===== src/inc/mctc_defs.svh =====
/*
 * Offsets, field positions, reset values and timing counts of the
 * machine-cycle timer/counter block.
 * Assumes a 32-bit APB slave with word-aligned registers.
 */
`ifndef MCTC_DEFS_SVH
`define MCTC_DEFS_SVH

// Register byte offsets
`define MCTC_OFF_CTRL 12'h000
`define MCTC_OFF_MODE 12'h004
`define MCTC_OFF_T2CTRL 12'h008
`define MCTC_OFF_CNT0 12'h00C
`define MCTC_OFF_CNT1 12'h010
`define MCTC_OFF_CNT2 12'h014
`define MCTC_OFF_RCAP 12'h018
`define MCTC_OFF_CLKDIV 12'h01C

// Control register fields
`define MCTC_CTRL_RUN0 0
`define MCTC_CTRL_RUN1 1
`define MCTC_CTRL_OVF0 4
`define MCTC_CTRL_OVF1 5

// Mode register: timer 0 in bits 3:0, timer 1 in bits 7:4
`define MCTC_MODE_M_LO 0
`define MCTC_MODE_CT 2
`define MCTC_MODE_GATE 3
`define MCTC_MODE_T1_BASE 4

// Third-timer control fields
`define MCTC_T2_CAP 0
`define MCTC_T2_CT 1
`define MCTC_T2_RUN 2
`define MCTC_T2_EXEN 3
`define MCTC_T2_TBAUD 4
`define MCTC_T2_RBAUD 5
`define MCTC_T2_EXF 6
`define MCTC_T2_OVF 7

// Reset values
`define MCTC_RST_BYTE 8'h00
`define MCTC_RST_DIV 3'h3

// Machine cycle timing
`define MCTC_CORE_PER_MC 12
`define MCTC_PH_SAMPLE 4'h9
`define MCTC_PH_UPDATE 4'h4

`endif


===== src/inc/mctc_pkg.sv =====
/*
 * Types of the machine-cycle timer/counter block.
 * Assumes mctc_defs.svh is available to the design files.
 */
`default_nettype none
package mctc_pkg;
    // Timer 0/1 operating modes
    typedef enum logic [1:0] {
        MCTC_M13, MCTC_M16, MCTC_M8AR, MCTC_MSPLIT
    } mctc_mode_e;
    // Third timer modes
    typedef enum logic [1:0] {
        MCTC_T2_OFF, MCTC_T2_RELOAD, MCTC_T2_CAPTURE, MCTC_T2_BAUD
    } mctc_t2mode_e;
    // External pins after synchronisation
    typedef struct packed {
        logic cnt0;
        logic cnt1;
        logic cnt2;
        logic trig2;
        logic gate0;
        logic gate1;
    } mctc_pins_s;
    // Per-timer control view of the mode register nibble
    typedef struct packed {
        logic gate;
        logic ct;
        logic [1:0] mode;
    } mctc_tmode_s;
endpackage
`default_nettype wire


===== src/hw/mctc_cnt8.sv =====
/*
 * One 8-bit count half with load, reload and carry out.
 * Assumes the caller supplies a one-cycle increment strobe.
 */
`default_nettype none
module mctc_cnt8 #(
    parameter int W = 8
) (
    // Clock and reset
    input wire logic pclk,
    input wire logic presetn,
    input wire logic ce,
    // Control
    input wire logic inc,
    input wire logic load,
    input wire logic [W-1:0] load_val,
    input wire logic [W-1:0] wrap_mask,
    // State
    output logic [W-1:0] cnt_q,
    output logic wrap
);
    // Wrap when every bit inside the mask is one
    assign wrap = inc && ((cnt_q & wrap_mask) == wrap_mask);

    // Count storage; load beats the increment
    always_ff @(posedge pclk or negedge presetn) begin
        if (!presetn) begin
            cnt_q <= '0;
        end else if (ce) begin
            if (load) begin
                cnt_q <= load_val;
            end else if (inc) begin
                cnt_q <= cnt_q + {{(W-1){1'b0}}, 1'b1};
            end
        end
    end
endmodule
`default_nettype wire


===== src/hw/mctc_top.sv =====
/*
 * Three 16-bit timer/counters made of 8-bit halves, APB register access.
 * Assumes pins are asynchronous and the APB master is on pclk.
 */
`include "mctc_defs.svh"
`default_nettype none
module mctc_top (
    // APB clock and reset
    input wire logic pclk,
    input wire logic presetn,
    input wire logic clk_en,
    // APB slave
    input wire logic psel,
    input wire logic penable,
    input wire logic pwrite,
    input wire logic [11:0] paddr,
    input wire logic [31:0] pwdata,
    output logic [31:0] prdata,
    output logic pready,
    output logic pslverr,
    // External pins
    input wire logic count_pin_zero,
    input wire logic count_pin_one,
    input wire logic count_pin_two,
    input wire logic trigger_pin_two,
    input wire logic gate_pin_zero,
    input wire logic gate_pin_one,
    // Events
    output logic baud_tick_one,
    output logic baud_tick_two
);
    // Software state
    logic [7:0] timer_control_reg_q;
    logic [7:0] timer_mode_reg_q;
    logic [7:0] third_timer_control_reg_q;
    logic [2:0] core_clock_divider_reg_q;
    logic [7:0] rcap_lo_q, rcap_hi_q;
    // Core clock and machine cycle phases
    logic [7:0] div_cnt_q;
    logic core_tick;
    logic [3:0] phase_q;
    logic sample_ph, update_ph;
    // Pin synchronisers
    mctc_pkg::mctc_pins_s pins_raw, meta_q, sync_q, samp_q, prev_q;
    // Counter halves
    logic [7:0] lo [3];
    logic [7:0] hi [3];
    logic [2:0] lo_wrap, hi_wrap;
    logic [2:0] lo_inc, hi_inc, lo_ld, hi_ld;
    logic [7:0] lo_ldv [3];
    logic [7:0] hi_ldv [3];
    logic [7:0] lo_mask [3];
    // Timer mode views
    mctc_pkg::mctc_tmode_s tm0, tm1;
    mctc_pkg::mctc_t2mode_e t2m;
    // Pending increments (edge seen, applied at update phase)
    logic [2:0] pend_q;
    logic pend_h0_q;
    logic trig_pend_q;
    // APB decode
    logic wr_en, rd_en;
    logic [31:0] rd_d;

    // Decode a mode nibble into its view
    function automatic mctc_pkg::mctc_tmode_s nib(input logic [3:0] n);
        nib = mctc_pkg::mctc_tmode_s'(n);
    endfunction

    assign tm0 = nib(timer_mode_reg_q[3:0]);
    assign tm1 = nib(timer_mode_reg_q[7:4]);

    // Third timer mode selection
    always_comb begin
        if (!third_timer_control_reg_q[`MCTC_T2_RUN]) begin
            t2m = mctc_pkg::MCTC_T2_OFF;
        end else if (third_timer_control_reg_q[`MCTC_T2_TBAUD] ||
                     third_timer_control_reg_q[`MCTC_T2_RBAUD]) begin
            t2m = mctc_pkg::MCTC_T2_BAUD;
        end else if (third_timer_control_reg_q[`MCTC_T2_CAP]) begin
            t2m = mctc_pkg::MCTC_T2_CAPTURE;
        end else begin
            t2m = mctc_pkg::MCTC_T2_RELOAD;
        end
    end

    // Core clock divider: divide by 2^setting
    // At-or-above compare: lowering the divider never waits for a wrap
    assign core_tick = (div_cnt_q >=
        8'((1 << core_clock_divider_reg_q) - 1));
    always_ff @(posedge pclk or negedge presetn) begin
        if (!presetn) begin
            div_cnt_q <= 8'h00;
        end else if (clk_en) begin
            div_cnt_q <= core_tick ? 8'h00 : div_cnt_q + 8'h01;
        end
    end

    // Twelve core periods make one machine cycle
    always_ff @(posedge pclk or negedge presetn) begin
        if (!presetn) begin
            phase_q <= 4'h0;
        end else if (clk_en && core_tick) begin
            phase_q <= (phase_q == 4'(`MCTC_CORE_PER_MC - 1)) ?
                4'h0 : phase_q + 4'h1;
        end
    end
    assign sample_ph = core_tick && (phase_q == `MCTC_PH_SAMPLE);
    assign update_ph = core_tick && (phase_q == `MCTC_PH_UPDATE);

    // Two-flop pin synchroniser, then one sample per machine cycle
    assign pins_raw = '{count_pin_zero, count_pin_one, count_pin_two,
                        trigger_pin_two, gate_pin_zero, gate_pin_one};
    always_ff @(posedge pclk or negedge presetn) begin
        if (!presetn) begin
            meta_q <= '0;
            sync_q <= '0;
        end else if (clk_en) begin
            meta_q <= pins_raw;
            sync_q <= meta_q;
        end
    end

    // Sample register and previous sample: edge needs two cycles
    always_ff @(posedge pclk or negedge presetn) begin
        if (!presetn) begin
            samp_q <= '0;
            prev_q <= '0;
        end else if (clk_en && sample_ph) begin
            samp_q <= sync_q;
            prev_q <= samp_q;
        end
    end

    // Count enables per timer, gate qualification on timers 0 and 1
    logic en0, en1, en2, en_h0;
    logic src0, src1, src2;
    assign en0 = timer_control_reg_q[`MCTC_CTRL_RUN0] &&
                 (!tm0.gate || samp_q.gate0);
    // Timer one halts in its own mode three
    // Split timer zero takes the run bit, so mode alone starts timer one
    assign en1 = (timer_control_reg_q[`MCTC_CTRL_RUN1] ||
                  tm0.mode == 2'(mctc_pkg::MCTC_MSPLIT)) &&
                 (!tm1.gate || samp_q.gate1) &&
                 (tm1.mode != 2'(mctc_pkg::MCTC_MSPLIT));
    assign en2 = (t2m != mctc_pkg::MCTC_T2_OFF);
    // Split high half: machine cycles on timer one run bit
    assign en_h0 = (tm0.mode == 2'(mctc_pkg::MCTC_MSPLIT)) &&
                   timer_control_reg_q[`MCTC_CTRL_RUN1];
    // Event source: one machine cycle or a seen falling edge
    assign src0 = tm0.ct ? (prev_q.cnt0 && !samp_q.cnt0) : 1'b1;
    assign src1 = tm1.ct ? (prev_q.cnt1 && !samp_q.cnt1) : 1'b1;
    assign src2 = third_timer_control_reg_q[`MCTC_T2_CT] ?
                  (prev_q.cnt2 && !samp_q.cnt2) : 1'b1;

    // Latch events at sample phase, apply at update phase
    logic trig_edge;
    assign trig_edge = prev_q.trig2 && !samp_q.trig2;
    always_ff @(posedge pclk or negedge presetn) begin
        if (!presetn) begin
            pend_q <= 3'h0;
            pend_h0_q <= 1'b0;
            trig_pend_q <= 1'b0;
        end else if (clk_en && sample_ph) begin
            pend_q <= {en2 && src2, en1 && src1, en0 && src0};
            pend_h0_q <= en_h0;
            trig_pend_q <= trig_edge &&
                third_timer_control_reg_q[`MCTC_T2_EXEN];
        end else if (clk_en && update_ph) begin
            pend_q <= 3'h0;
            pend_h0_q <= 1'b0;
            trig_pend_q <= 1'b0;
        end
    end

    // APB strobes
    assign wr_en = psel && penable && pwrite;
    assign rd_en = psel && !penable && !pwrite;
    function automatic logic hit(input logic [11:0] a,
                                 input logic [11:0] off);
        hit = wr_en && (a == off);
    endfunction

    // Counter halves: two 8-bit registers per timer
    genvar g;
    generate
        for (g = 0; g < 3; g++) begin : g_half
            mctc_cnt8 u_lo (
                .pclk(pclk), .presetn(presetn), .ce(clk_en),
                .inc(lo_inc[g]), .load(lo_ld[g]),
                .load_val(lo_ldv[g]), .wrap_mask(lo_mask[g]),
                .cnt_q(lo[g]), .wrap(lo_wrap[g]));
            mctc_cnt8 u_hi (
                .pclk(pclk), .presetn(presetn), .ce(clk_en),
                .inc(hi_inc[g]), .load(hi_ld[g]),
                .load_val(hi_ldv[g]), .wrap_mask(8'hFF),
                .cnt_q(hi[g]), .wrap(hi_wrap[g]));
        end
    endgenerate

    // Per-timer half steering by mode
    logic [2:0] ovf;
    logic ovf_h0, t2_reload;
    always_comb begin
        lo_inc = 3'h0;
        hi_inc = 3'h0;
        lo_ld = 3'h0;
        hi_ld = 3'h0;
        ovf = 3'h0;
        ovf_h0 = 1'b0;
        t2_reload = 1'b0;
        for (int t = 0; t < 3; t++) begin
            lo_ldv[t] = pwdata[7:0];
            hi_ldv[t] = pwdata[15:8];
            lo_mask[t] = 8'hFF;
        end
        for (int t = 0; t < 2; t++) begin
            mctc_pkg::mctc_tmode_s m;
            m = (t == 0) ? tm0 : tm1;
            lo_inc[t] = update_ph && pend_q[t];
            case (mctc_pkg::mctc_mode_e'(m.mode))
                mctc_pkg::MCTC_M13: begin
                    lo_mask[t] = 8'h1F;
                    hi_inc[t] = lo_wrap[t];
                    ovf[t] = lo_wrap[t] && hi_wrap[t];
                end
                mctc_pkg::MCTC_M16: begin
                    hi_inc[t] = lo_wrap[t];
                    ovf[t] = lo_wrap[t] && hi_wrap[t];
                end
                mctc_pkg::MCTC_M8AR: begin
                    lo_ld[t] = lo_wrap[t];
                    lo_ldv[t] = hi[t];
                    ovf[t] = lo_wrap[t];
                end
                default: begin
                    ovf[t] = (t == 0) && lo_wrap[t];
                    // Drop a pending event too: mode three must hold
                    if (t == 1) begin
                        lo_inc[t] = 1'b0;
                    end
                end
            endcase
        end
        // Split-mode high half of timer zero
        if (tm0.mode == 2'(mctc_pkg::MCTC_MSPLIT)) begin
            hi_inc[0] = update_ph && pend_h0_q;
            ovf_h0 = hi_wrap[0];
        end
        // Mode-0 prescaler carry: low five bits wrap into high half
        // Third timer, 16 bits
        lo_inc[2] = update_ph && pend_q[2] && en2;
        hi_inc[2] = lo_wrap[2];
        t2_reload = (lo_wrap[2] && hi_wrap[2]) ||
            (update_ph && trig_pend_q);
        if (t2m == mctc_pkg::MCTC_T2_RELOAD ||
            t2m == mctc_pkg::MCTC_T2_BAUD) begin
            lo_ld[2] = t2_reload;
            hi_ld[2] = t2_reload;
            lo_ldv[2] = rcap_lo_q;
            hi_ldv[2] = rcap_hi_q;
        end
        // Software writes win over counting
        if (hit(paddr, `MCTC_OFF_CNT0)) begin
            lo_ld[0] = 1'b1;
            hi_ld[0] = 1'b1;
            lo_ldv[0] = pwdata[7:0];
            hi_ldv[0] = pwdata[15:8];
        end
        if (hit(paddr, `MCTC_OFF_CNT1)) begin
            lo_ld[1] = 1'b1;
            hi_ld[1] = 1'b1;
            lo_ldv[1] = pwdata[7:0];
            hi_ldv[1] = pwdata[15:8];
        end
        if (hit(paddr, `MCTC_OFF_CNT2)) begin
            lo_ld[2] = 1'b1;
            hi_ld[2] = 1'b1;
            lo_ldv[2] = pwdata[7:0];
            hi_ldv[2] = pwdata[15:8];
        end
    end

    // Timer control: run bits and sticky overflow flags; set wins
    logic set_of0, set_of1;
    assign set_of0 = ovf[0];
    assign set_of1 = ovf[1] || ovf_h0;
    always_ff @(posedge pclk or negedge presetn) begin
        if (!presetn) begin
            timer_control_reg_q <= `MCTC_RST_BYTE;
        end else if (clk_en) begin
            if (hit(paddr, `MCTC_OFF_CTRL)) begin
                timer_control_reg_q <= pwdata[7:0];
            end
            if (set_of0) begin
                timer_control_reg_q[`MCTC_CTRL_OVF0] <= 1'b1;
            end
            if (set_of1) begin
                timer_control_reg_q[`MCTC_CTRL_OVF1] <= 1'b1;
            end
        end
    end

    // Mode and divider registers
    always_ff @(posedge pclk or negedge presetn) begin
        if (!presetn) begin
            timer_mode_reg_q <= `MCTC_RST_BYTE;
            core_clock_divider_reg_q <= `MCTC_RST_DIV;
        end else if (clk_en) begin
            if (hit(paddr, `MCTC_OFF_MODE)) begin
                timer_mode_reg_q <= pwdata[7:0];
            end
            if (hit(paddr, `MCTC_OFF_CLKDIV)) begin
                core_clock_divider_reg_q <= pwdata[2:0];
            end
        end
    end

    // Third timer control with its two sticky flags
    logic t2_ovf_set, t2_ext_set, t2_cap;
    assign t2_ovf_set = lo_wrap[2] && hi_wrap[2] &&
                        (t2m != mctc_pkg::MCTC_T2_BAUD);
    assign t2_ext_set = update_ph && trig_pend_q;
    assign t2_cap = t2_ext_set && (t2m == mctc_pkg::MCTC_T2_CAPTURE);
    always_ff @(posedge pclk or negedge presetn) begin
        if (!presetn) begin
            third_timer_control_reg_q <= `MCTC_RST_BYTE;
        end else if (clk_en) begin
            if (hit(paddr, `MCTC_OFF_T2CTRL)) begin
                third_timer_control_reg_q <= pwdata[7:0];
            end
            if (t2_ovf_set) begin
                third_timer_control_reg_q[`MCTC_T2_OVF] <= 1'b1;
            end
            if (t2_ext_set) begin
                third_timer_control_reg_q[`MCTC_T2_EXF] <= 1'b1;
            end
        end
    end

    // Reload/capture registers; capture beats a software write
    always_ff @(posedge pclk or negedge presetn) begin
        if (!presetn) begin
            rcap_lo_q <= `MCTC_RST_BYTE;
            rcap_hi_q <= `MCTC_RST_BYTE;
        end else if (clk_en) begin
            if (t2_cap) begin
                rcap_lo_q <= lo[2];
                rcap_hi_q <= hi[2];
            end else if (hit(paddr, `MCTC_OFF_RCAP)) begin
                rcap_lo_q <= pwdata[7:0];
                rcap_hi_q <= pwdata[15:8];
            end
        end
    end

    // Read mux
    always_comb begin
        case (paddr)
            `MCTC_OFF_CTRL: rd_d = {24'h0, timer_control_reg_q};
            `MCTC_OFF_MODE: rd_d = {24'h0, timer_mode_reg_q};
            `MCTC_OFF_T2CTRL: rd_d = {24'h0, third_timer_control_reg_q};
            `MCTC_OFF_CNT0: rd_d = {16'h0, hi[0], lo[0]};
            `MCTC_OFF_CNT1: rd_d = {16'h0, hi[1], lo[1]};
            `MCTC_OFF_CNT2: rd_d = {16'h0, hi[2], lo[2]};
            `MCTC_OFF_RCAP: rd_d = {16'h0, rcap_hi_q, rcap_lo_q};
            `MCTC_OFF_CLKDIV: rd_d = {29'h0, core_clock_divider_reg_q};
            default: rd_d = 32'h0;
        endcase
    end

    // APB answer: read data caught in setup, ready in access
    always_ff @(posedge pclk or negedge presetn) begin
        if (!presetn) begin
            prdata <= 32'h0;
            pready <= 1'b0;
            pslverr <= 1'b0;
        end else if (clk_en) begin
            if (rd_en) begin
                prdata <= rd_d;
            end
            pready <= psel && !penable;
            pslverr <= 1'b0;
        end
    end

    // Baud ticks: overflow pulses for the serial port
    always_ff @(posedge pclk or negedge presetn) begin
        if (!presetn) begin
            baud_tick_one <= 1'b0;
            baud_tick_two <= 1'b0;
        end else if (clk_en) begin
            baud_tick_one <= ovf[1];
            baud_tick_two <= lo_wrap[2] && hi_wrap[2] &&
                             (t2m == mctc_pkg::MCTC_T2_BAUD);
        end
    end
endmodule
`default_nettype wire


===== config.mk =====
export PLATFORM = sky130hd
export DESIGN_NAME = mctc_top
export DESIGN_NICKNAME = d
export VERILOG_FILES = /design/src/inc/mctc_pkg.sv /design/src/hw/mctc_cnt8.sv /design/src/hw/mctc_top.sv
export VERILOG_INCLUDE_DIRS = /design/src /design/src/inc
export SDC_FILE = /design/constraint.sdc
export NUM_CORES = 1
export LEC_CHECK = 0
export ABC_AREA = 1
export BUFFER_PORTS_ARGS = -buffer_cell sky130_fd_sc_hd__buf_2
export CORE_UTILIZATION = 55
export CTS_CLUSTER_DIAMETER = 120
export DETAILED_ROUTE_END_ITERATION = 7
export MAX_ROUTING_LAYER = met4
export PLACE_DENSITY = 0.75
export SLEW_MARGIN = 25
export SYNTH_ARGS = -nofsm -noshare
export SYNTH_HDL_FRONTEND = slang
export SYNTH_SLANG_ARGS = --single-unit

===== constraint.sdc =====
create_clock -name pclk -period 2.6 [get_ports pclk]
set_input_delay 0.39 -clock pclk [delete_from_list [all_inputs] [get_ports pclk]]
set_output_delay 0.39 -clock pclk [all_outputs]
set_load 0.01 [all_outputs]

Word-level counts from Yosys, hierarchy flattened
Index checks and enable logic that the tools add are counted.
{ "totals": {"reg_bits": 165, "in_bits": 56, "out_inout_bits": 36, "wordCells": 244} }
{ "classes": {"n_addsub": 9, "magnitude_cmp": 1, "eq_ne": 26, "n_shift": 1, "muxes": 61, "bitwise_logic": 2, "reduce_logical": 97} }
{ "op_table": {"columns": ["operator", "n"], "rows": [
  ["2-to-1 mux 8 bit", 28],
  ["one-hot mux 16 bit (8 select lines)", 1],
  ["adder 8 x 1 -> 8 bit (second input constant)", 7],
  ["equality test 12 x 5 -> 1 bit (second input constant)", 4],
  ["logical AND 1 bit", 47],
  ["equality test 8 bit (second input constant)", 4],
  ["AND reduction 2 bit", 16],
  ["nonzero test 2 bit", 13],
  ["equality test 12 x 4 -> 1 bit (second input constant)", 2],
  ["2-to-1 mux 1 bit", 24],
  ["AND 8 bit", 2],
  ["equality test 8 bit", 2],
  ["equality test 12 x 3 -> 1 bit (second input constant)", 1],
  ["zero test 12 bit", 1],
  ["equality test 2 bit (second input constant)", 5],
  ["equality test 4 bit (second input constant)", 2],
  ["greater-or-equal comparator 8 bit", 1],
  ["zero test 1 bit", 8],
  ["left shift 1 x 3 -> 8 bit (first input constant)", 1],
  ["subtractor 8 x 2 -> 8 bit (second input constant)", 1],
  ["logical OR 1 bit", 7],
  ["equality test 2 x 1 -> 1 bit (second input constant)", 3],
  ["2-to-1 mux 2 bit", 3],
  ["2-to-1 mux 3 bit", 2],
  ["other kinds (9)", 12]
]} }

Longest topological paths before layout
Gate-level depths: netlist (run 1).
{ "logic_depth": {"word_depth": 14, "mapped_depth": 21, "mapped_depth_nobuf": 20} }

Cells and area by module
Synthesis (run 1) repeated with hierarchy kept, for this count alone.
{ "hier_totals": {"cells_unflattened": 1405, "area_unflattened_um2": 9993.3} }
{ "modules_own_cells": {"columns": ["module", "instances", "cells_per_inst", "area_each_um2", "seq_area_each_um2"], "rows": [
  ["mctc_top", 1, 839, 6269.8, 2529.9],
  ["mctc_cnt8 at g_half[0].u_hi ...", 5, 94, 621.8, 200.2],
  ["mctc_cnt8 at g_half[2].u_hi", 1, 96, 614.3, 200.2]
]} }

Worst setup path after synthesis (run 1)
OpenSTA, ideal clock, no wires.
{ "synth_timing": {"kind": "register to register", "from": "register core_clock_divider_reg_q[1]", "to": "register g_half[2].u_lo.cnt_q[0]", "setup_time_ns": 0.116, "arrival_time_ns": 2.102, "required_ns": 2.484, "setup_slack_ns": 0.382, "path_stages_with_launch": 19, "n_path_buf": 1, "synth_period_minus_slack_ns": 2.218, "cell_sequence": "dfstp_2 > a21oi_1 > ha_1 > nand2_1 > nor2_1 > nor2_1 > nand2_1 > nand2_2 > nand2_4 > nand2_2 > nor2_4 > inv_2 > o21ai_2 > nand2_4 > buf_2 > nand3_1 > nand2_1 > nand2_1 > nand2_1"} }
{ "synth_between": {"elab_chain_len": 14, "elab_cells_between_ends": 16, "cone_classes": "add/sub (1); order compare (1); shift (1); mux (3); reduce/logical (10)"} }
{ "synth_lines": {"columns": ["element", "line_no", "rtl"], "rows": [
  ["from (decl)", "mctc_top.sv:36", "logic [2:0] core_clock_divider_reg_q;"],
  ["from (signal assigned)", "mctc_top.sv:307", "core_clock_divider_reg_q <= `MCTC_RST_DIV;"],
  ["from (signal assigned)", "mctc_top.sv:313", "core_clock_divider_reg_q <= pwdata[2:0];"],
  ["left shift 1 x 3 -> 8 bit *", "mctc_top.sv:89", "8'((1 << core_clock_divider_reg_q) - 1));"],
  ["subtractor 8 x 2 -> 8 bit *", "mctc_top.sv:89", null],
  ["greater-or-equal comparator 8 bit *", "mctc_top.sv:88", "assign core_tick = (div_cnt_q >="],
  ["logical AND 1 bit *", "mctc_top.sv:108", "assign update_ph = core_tick && (phase_q == `MCTC_PH_UPDATE);"],
  ["logical AND 1 bit (2 in a row)", "mctc_top.sv:251", "lo_inc[2] = update_ph && pend_q[2] && en2;"],
  ["logical AND 1 bit (2 in a row)", "mctc_cnt8.sv:23", "assign wrap = inc && ((cnt_q & wrap_mask) == wrap_mask);"],
  ["logical AND 1 bit", "mctc_top.sv:253", "t2_reload = (lo_wrap[2] && hi_wrap[2]) ||"],
  ["logical OR 1 bit", "mctc_top.sv:253", null],
  ["2-to-1 mux 1 bit", "mctc_top.sv:255", "if (t2m == mctc_pkg::MCTC_T2_RELOAD ||"],
  ["2-to-1 mux 1 bit", "mctc_top.sv:275", "if (hit(paddr, `MCTC_OFF_CNT2)) begin"],
  ["nonzero test 2 bit (no source line)", null, null],
  ["AND reduction 2 bit (no source line)", null, null],
  ["to (signal assigned)", "mctc_cnt8.sv:31", "cnt_q <= load_val;"],
  ["to (signal assigned)", "mctc_cnt8.sv:33", "cnt_q <= cnt_q + {{(W-1){1'b0}}, 1'b1};"],
  ["to (decl)", "mctc_cnt8.sv:19", "output logic [W-1:0] cnt_q,"]
]} }
Every way passes the cells marked *; elsewhere a longest branch is shown, timed or not.
A chain may end at the register's enable or synchronous reset.

Final worst setup path (run 1)
{ "layout_timing": {"from": "register core_clock_divider_reg_q[1]", "to": "register g_half[0].u_hi.cnt_q[2]"} }
{ "layout_between": {"elab_chain_len": 10, "elab_cells_between_ends": 11, "cone_classes": "add/sub (1); order compare (1); shift (1); mux (2); reduce/logical (6)"} }
{ "layout_lines": {"columns": ["element", "line_no", "rtl"], "rows": [
  ["left shift 1 x 3 -> 8 bit *", "mctc_top.sv:89", null],
  ["subtractor 8 x 2 -> 8 bit *", "mctc_top.sv:89", null],
  ["greater-or-equal comparator 8 bit *", "mctc_top.sv:88", null],
  ["logical AND 1 bit *", "mctc_top.sv:108", null],
  ["logical AND 1 bit", "mctc_top.sv:219", "lo_inc[t] = update_ph && pend_q[t];"],
  ["logical AND 1 bit", "mctc_cnt8.sv:23", null],
  ["2-to-1 mux 1 bit", "mctc_top.sv:220", "case (mctc_pkg::mctc_mode_e'(m.mode))"],
  ["2-to-1 mux 1 bit *", "mctc_top.sv:245", "if (tm0.mode == 2'(mctc_pkg::MCTC_MSPLIT)) begin"],
  ["nonzero test 2 bit (no source line) *", null, null],
  ["AND reduction 2 bit (no source line) *", null, null],
  ["to (signal assigned)", "mctc_cnt8.sv:31", null],
  ["to (signal assigned)", "mctc_cnt8.sv:33", null],
  ["to (decl)", "mctc_cnt8.sv:19", null]
]} }
Marked as above.

==> impl_metrics.csv, run 1 <==
group,metric,value,unit
synth,synth_top_area_share,41.1,%
global_routing,grt_pass1_wl,38600,um
synth,synth-xor-area-share,3.62,%
synth,synth.avg_cell_area,7.40,um2
worst_setup_path,start_kind,"flop",
synth,synthAdderAreaFrac,2.51,%
floorplan,core_area,0.0159,mm2
routing,drc,0,
synth,synthTopCellsByArea,"dfrtp_1 (41%), nand2_1 (15%), o21ai_0 (8.5%)",
synth,yosys-top-cells-count,"nand2_1 (368), o21ai_0 (153), dfrtp_1 (147)",
routing,wl,24700,um
final_layout,drive_above_1_share,13.6,%
final_layout,fill_cells,1443,
worst_setup_path,path_class,"flop to flop",
hold_path,hold_path.class,"input pin to flop",
final_layout,stdcell_count,1507,
routing,avgRoutedWirePerCell,16.4,um
clock_network,clock_sinks,149,
clock_network,clk_path_buf_depth,2,
worst_setup_path,cp_data_arrival_time,2.80,ns
final_layout,syn_to_final_growth,13.8,%
global_routing,grt-ovfl-total,0,
synth,synth_top_family_by_area,"simple AND/OR/NAND/NOR gates",
routing,firstDrtPassIters,5,
synth,synthArstFlopShare,100,%
synth,synth_ff_type,"dfrtp_1",
synth,ys_seq_elements,149,
clock_network,clock_latency,0.43,ns
pwr,p_leak,5.14,nW
clock_network,cts-root-buf,"clkbuf_16",
timing,finalClockSkew,0.00882,ns
synth,synth_cells,1210,
global_routing,grt_max_degree,64,
floorplan,die-area,0.0168,mm2
clock_network,cts_made_buffers,17,
final_layout,antennaDiodeCount,0,
final_layout,regArea,0.00373,mm2
floorplan,die_y,130,um
clock_network,cts_tree,"done",
timing,final_hold_viol_count,0,
routing,ant_nets,0,
routing,dr.first_iter.drc_count,898,
timing,fin_crit_sh,94.7,%
placement,dp_cells,1470,
floorplan,rows,46,
routing,vias,8330,
timing,slew_viol_final,0,
synth,synth_seq_area_share,41.6,%
global_routing,antenna_found_initial,0,
worst_setup_path,end_kind,"flop",
global_routing,grt_use_total,31.6,%
pwr,total_power,0.00726,W
worst_setup_path,cp_max_fo,8,
final_layout,finalNetCount,1352,
pwr,vdd_drop_max,0.484,mV
clock_network,clk_pin_slew_worst_paths,0.07,ns
timing,relSlewSlack,65.5,%
placement,dp_hpwl,18400,um
synth,synth-edff-count,0,
final_layout,multi_input_area,0.00443,mm2
global_routing,grt_pass1_vias,7420,
timing,finalSetupViolations,0,
placement,portBuffers,58,
routing,vias_per_cell,5.53,
status,status,"completed",
synth,yosys.area_share.simple,25.7,%
timing,finalCriticalPeriod,2.46,ns
floorplan,initial_core_util,56.4,%
synth,ys_warn_count,0,
floorplan,io_pins,92,
clock_network,cts_max_level,4,
synth,synth_mux_area_share,0,%
worst_setup_path,cp_data_required_time,2.94,ns
synth,synth_cell_type_count,52,
floorplan,fp.dieW,130,um
pwr,power.density,712,mW/mm2
flow_run,maxCapViolCount,0,
placement,place.gp.congestion,0.996,
timing,fmaxAchievable,0.406,GHz
synth,netlist_area,0.00896,mm2
timing,worstMarginPinSlew,0.516,ns
synth,synth_compound_area_share,16.5,%
synth,yosysTopAreaCell,"dfrtp_1",
synth,yosysMostFrequentCell,"nand2_1",
-- per-stage QoR --
| step | setup WS, ns | utilization (%) | hold WS [ns] | setup TNS (ns) | area, um2 |
|---|---|---|---|---|---|
| after floorplan | 0.382 | - | 0.0944 | 0 | 9020 |
| after global placement | 0.0696 | 59.8 | 0.307 | 0 | 9500 |
| after detailed placement | 0.00571 | 59.8 | 0.307 | 0 | 9500 |
| after CTS | 0.00665 | 63.7 | 0.143 | 0 | 10100 |
| after global routing | -0.0105 | 64.2 | 0.169 | -0.0105 | 10200 |
| final | 0.138 | 64.2 | 0.148 | 0 | 10200 |
-- final cells by class --
type	instances	share of cell area [%]
inverter	153	5.74
sequential	149	36.6
clock inverter	14	1.73
clock buffer	18	4.31
multi-input combinational	871	43.5
timing repair inverter	1	0.0491
tap	216	2.65
timing repair buffer	85	5.41
-- cells by family after synthesis --
group,count (synthesis)
AND/OR/NAND/NOR,531
AO/OA/AOI/OAI,267
buffers and inverters,206
flip-flops,149
XOR/XNOR,37
adder cells (fa/ha/maj),18
other,2
-- worst max-delay path, cell delays in order, from the launching register on --
cell	delay, ns
dfstp_2	0.59
nand3_1	0.09
ha_1	0.28
nand2_1	0.07
o21a_1	0.22
nand2_4	0.12
nand2_4	0.09
nor2_4	0.20
nand2_2	0.10
nor2_2	0.11
nor2_1	0.06
nand2_1	0.09
nand2_2	0.09
clkinv_4	0.10
nand2_1	0.05
o21ai_0	0.09
-- final timing paths --
path | start | end | slack [ns] | depth (start not counted)
worst max register to register | core_clock_divider_reg_q[1] | g_half[0].u_hi.cnt_q[2] | 0.14 | 15
max in group asynchronous | presetn | core_clock_divider_reg_q[0] | 1.48 | 3
worst max-delay path | core_clock_divider_reg_q[1] | g_half[0].u_hi.cnt_q[2] | 0.14 | 15
worst min-delay path | gate_pin_one | meta_q[0] | 0.15 | 3
worst min register to register | sync_q[2] | sync_q[2] | 0.47 | 2
min in group asynchronous | presetn | prdata[11] | 0.41 | 2
-- registers in the layout, summed over array words and instances (netlist names), 3 cells and up --
register and count:
core_clock_divider_reg_q 3, div_cnt_q 8, g_half.u_hi.cnt_q 24, g_half.u_lo.cnt_q 24, meta_q 6, pend_q 3
phase_q 4, prdata 16, prev_q 4, rcap_hi_q 8, rcap_lo_q 8, samp_q 6
sync_q 6, third_timer_control_reg_q 8, timer_control_reg_q 8, timer_mode_reg_q 8
-- per-layer routing --
| metal | global-route usage, % | share of wire [%] | wire [um] |
|---|---|---|---|
| met3 | 5.74 | 9.0 | 2230 |
| met5 | - | 0 | 0 |
| met4 | 12.5 | 2.6 | 645 |
| met1 | 44.5 | 45 | 11100 |
| met2 | 44.8 | 43 | 10700 |
-- report_power, final --
part | switching, W | leakage, nW | internal, W
combinational | 0.00109 | 3.05 | 0.000630
clock | 0.00104 | 0.302 | 0.00154
sequential | 0.000275 | 1.79 | 0.00267
-- placed cells by master (no fill, tap or decap), types with 11 or more instances in the layout --
| master | count |
|---|---|
| conb_1 | 18 |
| a21oi_1 | 33 |
| buf_4 | 22 |
| inv_1 | 139 |
| o21ai_1 | 17 |
| o22ai_1 | 27 |
| nor2_1 | 44 |
| nor2_2 | 11 |
| nor3_1 | 13 |
| o21ai_0 | 152 |
| buf_2 | 57 |
| dfrtp_1 | 146 |
| clkbuf_16 | 17 |
| nand2_1 | 365 |
| nand3_1 | 61 |
| ha_1 | 18 |
| xor2_1 | 34 |
-- timing repair --
action,CTS,global route
buffers inserted,0,3
hold endpoints to repair,32,0
hold buffers,1,0
gates resized for setup,1,16
pin swaps,0,2
endpoints found under the setup margin,1,62
cloned,0,1
No activity file was read; power rests on OpenSTA's default activity.
==> inputs of run 2 (changes only) <==
--- a/config.mk
+++ b/config.mk
@@ -8,11 +8,11 @@
 export LEC_CHECK = 0
 export ABC_AREA = 1
 export BUFFER_PORTS_ARGS = -buffer_cell sky130_fd_sc_hd__buf_2
-export CORE_UTILIZATION = 55
+export CORE_UTILIZATION = 60
 export CTS_CLUSTER_DIAMETER = 120
 export DETAILED_ROUTE_END_ITERATION = 7
 export MAX_ROUTING_LAYER = met4
-export PLACE_DENSITY = 0.75
+export PLACE_DENSITY = 0.87
 export SLEW_MARGIN = 25
 export SYNTH_ARGS = -nofsm -noshare
 export SYNTH_HDL_FRONTEND = slang
==> impl_metrics.csv, run 2 (same netlist as run 1, synthesis figures left out) <==
group,metric,value,unit
final_layout,finalNetCount,1358,
clock_network,clk_path_buf_depth,2,
global_routing,use_met2,51.4,%
worst_setup_path,crit_buf_inv,2,
clock_network,cts_tree,"done",
final_layout,reg.largest.list,"g_half.u_hi.cnt_q (24), g_half.u_lo.cnt_q (24), prdata (16)",
final_layout,final_common_cell,"nand2_1",
timing,worstMarginPinSlew,0.567,ns
global_routing,grt_pass1_vias,7990,
clock_network,cts-root-buf,"clkbuf_16",
timing,finalCriticalPeriod,2.53,ns
routing,vias_per_cell,5.79,
clock_network,cts_max_level,4,
floorplan,io_pins,92,
final_layout,fill_cells,1127,
floorplan,die_y,124,um
routing,vias,8580,
timing,slew_viol_final,0,
hold_path,hold_path.class,"input pin to flop",
timing,whs,0.149,ns
final_layout,drive_above_1_share,14.4,%
worst_setup_path,cp_data_arrival_time,2.88,ns
final_layout,fin_area,0.0102,mm2
floorplan,rows,44,
worst_setup_path,end_kind,"flop",
floorplan,initial_core_util,61.6,%
timing,finalSetupViolations,0,
global_routing,grt_use_met1,47.6,%
placement,post_dp_cell_area,0.00945,mm2
global_routing,grt-ovfl-total,0,
timing,fmaxAchievable,0.395,GHz
placement,place.gp.congestion,0.966,
clock_network,cts_made_buffers,17,
pwr,power.density,709,mW/mm2
worst_setup_path,startpoint,"core_clock_divider_reg_q[1]",
worst_setup_path,crit_slowest_cell,"dfstp_2",
worst_setup_path,cp.depth,13,
worst_setup_path,path_class,"flop to flop",
timing,layout_setup_ws,0.0672,ns
clock_network,clk_pin_slew_worst_paths,0.07,ns
worst_setup_path,crit_chain,"nand2_1 > ha_1 > a21oi_2 > o21a_1 > nand2_4 > nand2_8 > nor2_4 > buf_12 > a31oi_4 > clkbuf_16 > o21ai_0 > nand2_1 > o21ai_0",
final_layout,mostFrequentLayoutCells,"nand2_1 (364), o21ai_0 (150), dfrtp_1 (147)",
global_routing,top_usage_layer,"met2",
worst_setup_path,cp_data_required_time,2.95,ns
final_layout,antennaDiodeCount,0,
routing,dr.first_iter.drc_count,964,
worst_setup_path,critPathTopFamily,"compound AO/OA/AOI/OAI gates",
timing,fin_crit_sh,97.4,%
timing,final_hold_viol_count,0,
placement,dp_hpwl,18700,um
global_routing,grt_max_degree,60,
worst_setup_path,slowest_delay,0.61,ns
floorplan,die-area,0.0154,mm2
placement,pre_cts_ws,-0.0171,ns
pwr,vdd_drop_max,0.479,mV
routing,drc,0,
status,status,"completed",
flow_run,maxCapViolCount,0,
worst_setup_path,r2r_slack,0.07,ns
routing,avgRoutedWirePerCell,17.5,um
worst_setup_path,cp_max_fo,8,
routing,ant_nets,0,
global_routing,antenna_found_initial,0,
worst_setup_path,reg2reg_depth,13,
floorplan,core_area,0.0145,mm2
worst_setup_path,r2r-start,"core_clock_divider_reg_q[1]",
timing,finalClockSkew,0.00944,ns
timing,relSlewSlack,62.1,%
worst_setup_path,start_kind,"flop",
final_layout,syn_to_final_growth,14.3,%
routing,wl,25900,um
floorplan,fp.dieW,124,um
clock_network,clock_latency,0.44,ns
placement,portBuffers,58,
clock_network,clock_sinks,149,
worst_setup_path,r2r_end,"g_half[0].u_lo.cnt_q[0]",
global_routing,met3_usage,5.52,%
routing,firstDrtPassIters,8,
worst_setup_path,cp-endpoint,"g_half[0].u_lo.cnt_q[0]",
global_routing,grt_pass1_wl,40900,um
pwr,p_leak,5.18,nW
global_routing,grt_use_total,34.9,%
==> run 2: cell types whose count changed in the layout (fill, tap and decap cells not counted), sizes merged <==
cell and delta:
inv +11, clkinv -6, clkinvlp -2, bufinv -2, buf +5
==> run 2: per-stage QoR <==
stage               TNS [ns]  instances  power, W  util, %
global placement           0       1439   0.00457     65.0
global route          -0.151       1481   0.00762     70.5
detailed placement   -0.0171       1439   0.00467     65.0
floorplan                  0       1226   0.00419        -
finish                     0       1481   0.00726     70.5
CTS                        0       1472   0.00715     69.2
==> run 2: worst min path at each step <==
stage / startpoint / endpoint / slack [ns] / cells past startpoint
after global routing: gate_pin_one / meta_q[0] / 0.15 / 3
after detailed placement: presetn / prdata[12] / 0.40 / 1
final: gate_pin_one / meta_q[0] / 0.15 / 3
after global placement: presetn / prdata[12] / 0.40 / 1
after floorplan: presetn / baud_tick_one / 0.09 / 0
after CTS: gate_pin_one / meta_q[0] / 0.15 / 3
==> run 2: area by class of cell <==
| class | count | area [um2] | share of cell area, % |
|---|---|---|---|
| Clock inverter | 15 | 156 | 1.53 |
| Sequential cell | 149 | 3730 | 36.4 |
| Timing Repair inverter | 1 | 6.26 | 0.0611 |
| Tap cell | 184 | 230 | 2.25 |
| Inverter | 153 | 584 | 5.70 |
| Multi-Input combinational cell | 871 | 4480 | 43.7 |
| Clock buffer | 17 | 425 | 4.15 |
| Timing Repair Buffer | 91 | 631 | 6.16 |
==> run 2: repair_timing <==
| action | in CTS | in global routing |
|---|---|---|
| setup endpoints to repair | 6 | 60 |
| hold endpoints to repair | 54 | 0 |
| cloned | 0 | 2 |
| resized for setup | 2 | 27 |
| hold buffers | 1 | 0 |
| pin swaps | 0 | 4 |
| setup buffers | 0 | 7 |
==> run 2: report_power, final <==
group          switching (W)  internal, W
clock network        0.00112      0.00136
registers           0.000299      0.00267
logic                0.00116     0.000645
total                0.00258      0.00468
==> run 2: per-layer routing <==
| layer | up-vias | part of all wire (%) |
|---|---|---|
| met1 | 4007 | 42 |
| met5 | - | 0 |
| met4 | 0 | 3.5 |
| li1 | 4056 | - |
| met2 | 443 | 45 |
| met3 | 74 | 9.4 |
==> run 2: worst register-to-register path, stage by stage (launching register included) <==
cell and delay (ns):
dfstp_2 0.61, nand2_1 0.08, ha_1 0.34, a21oi_2 0.07
o21a_1 0.23, nand2_4 0.13, nand2_8 0.08, nor2_4 0.18
buf_12 0.13, a31oi_4 0.11, clkbuf_16 0.21, o21ai_0 0.15
nand2_1 0.07, o21ai_0 0.08
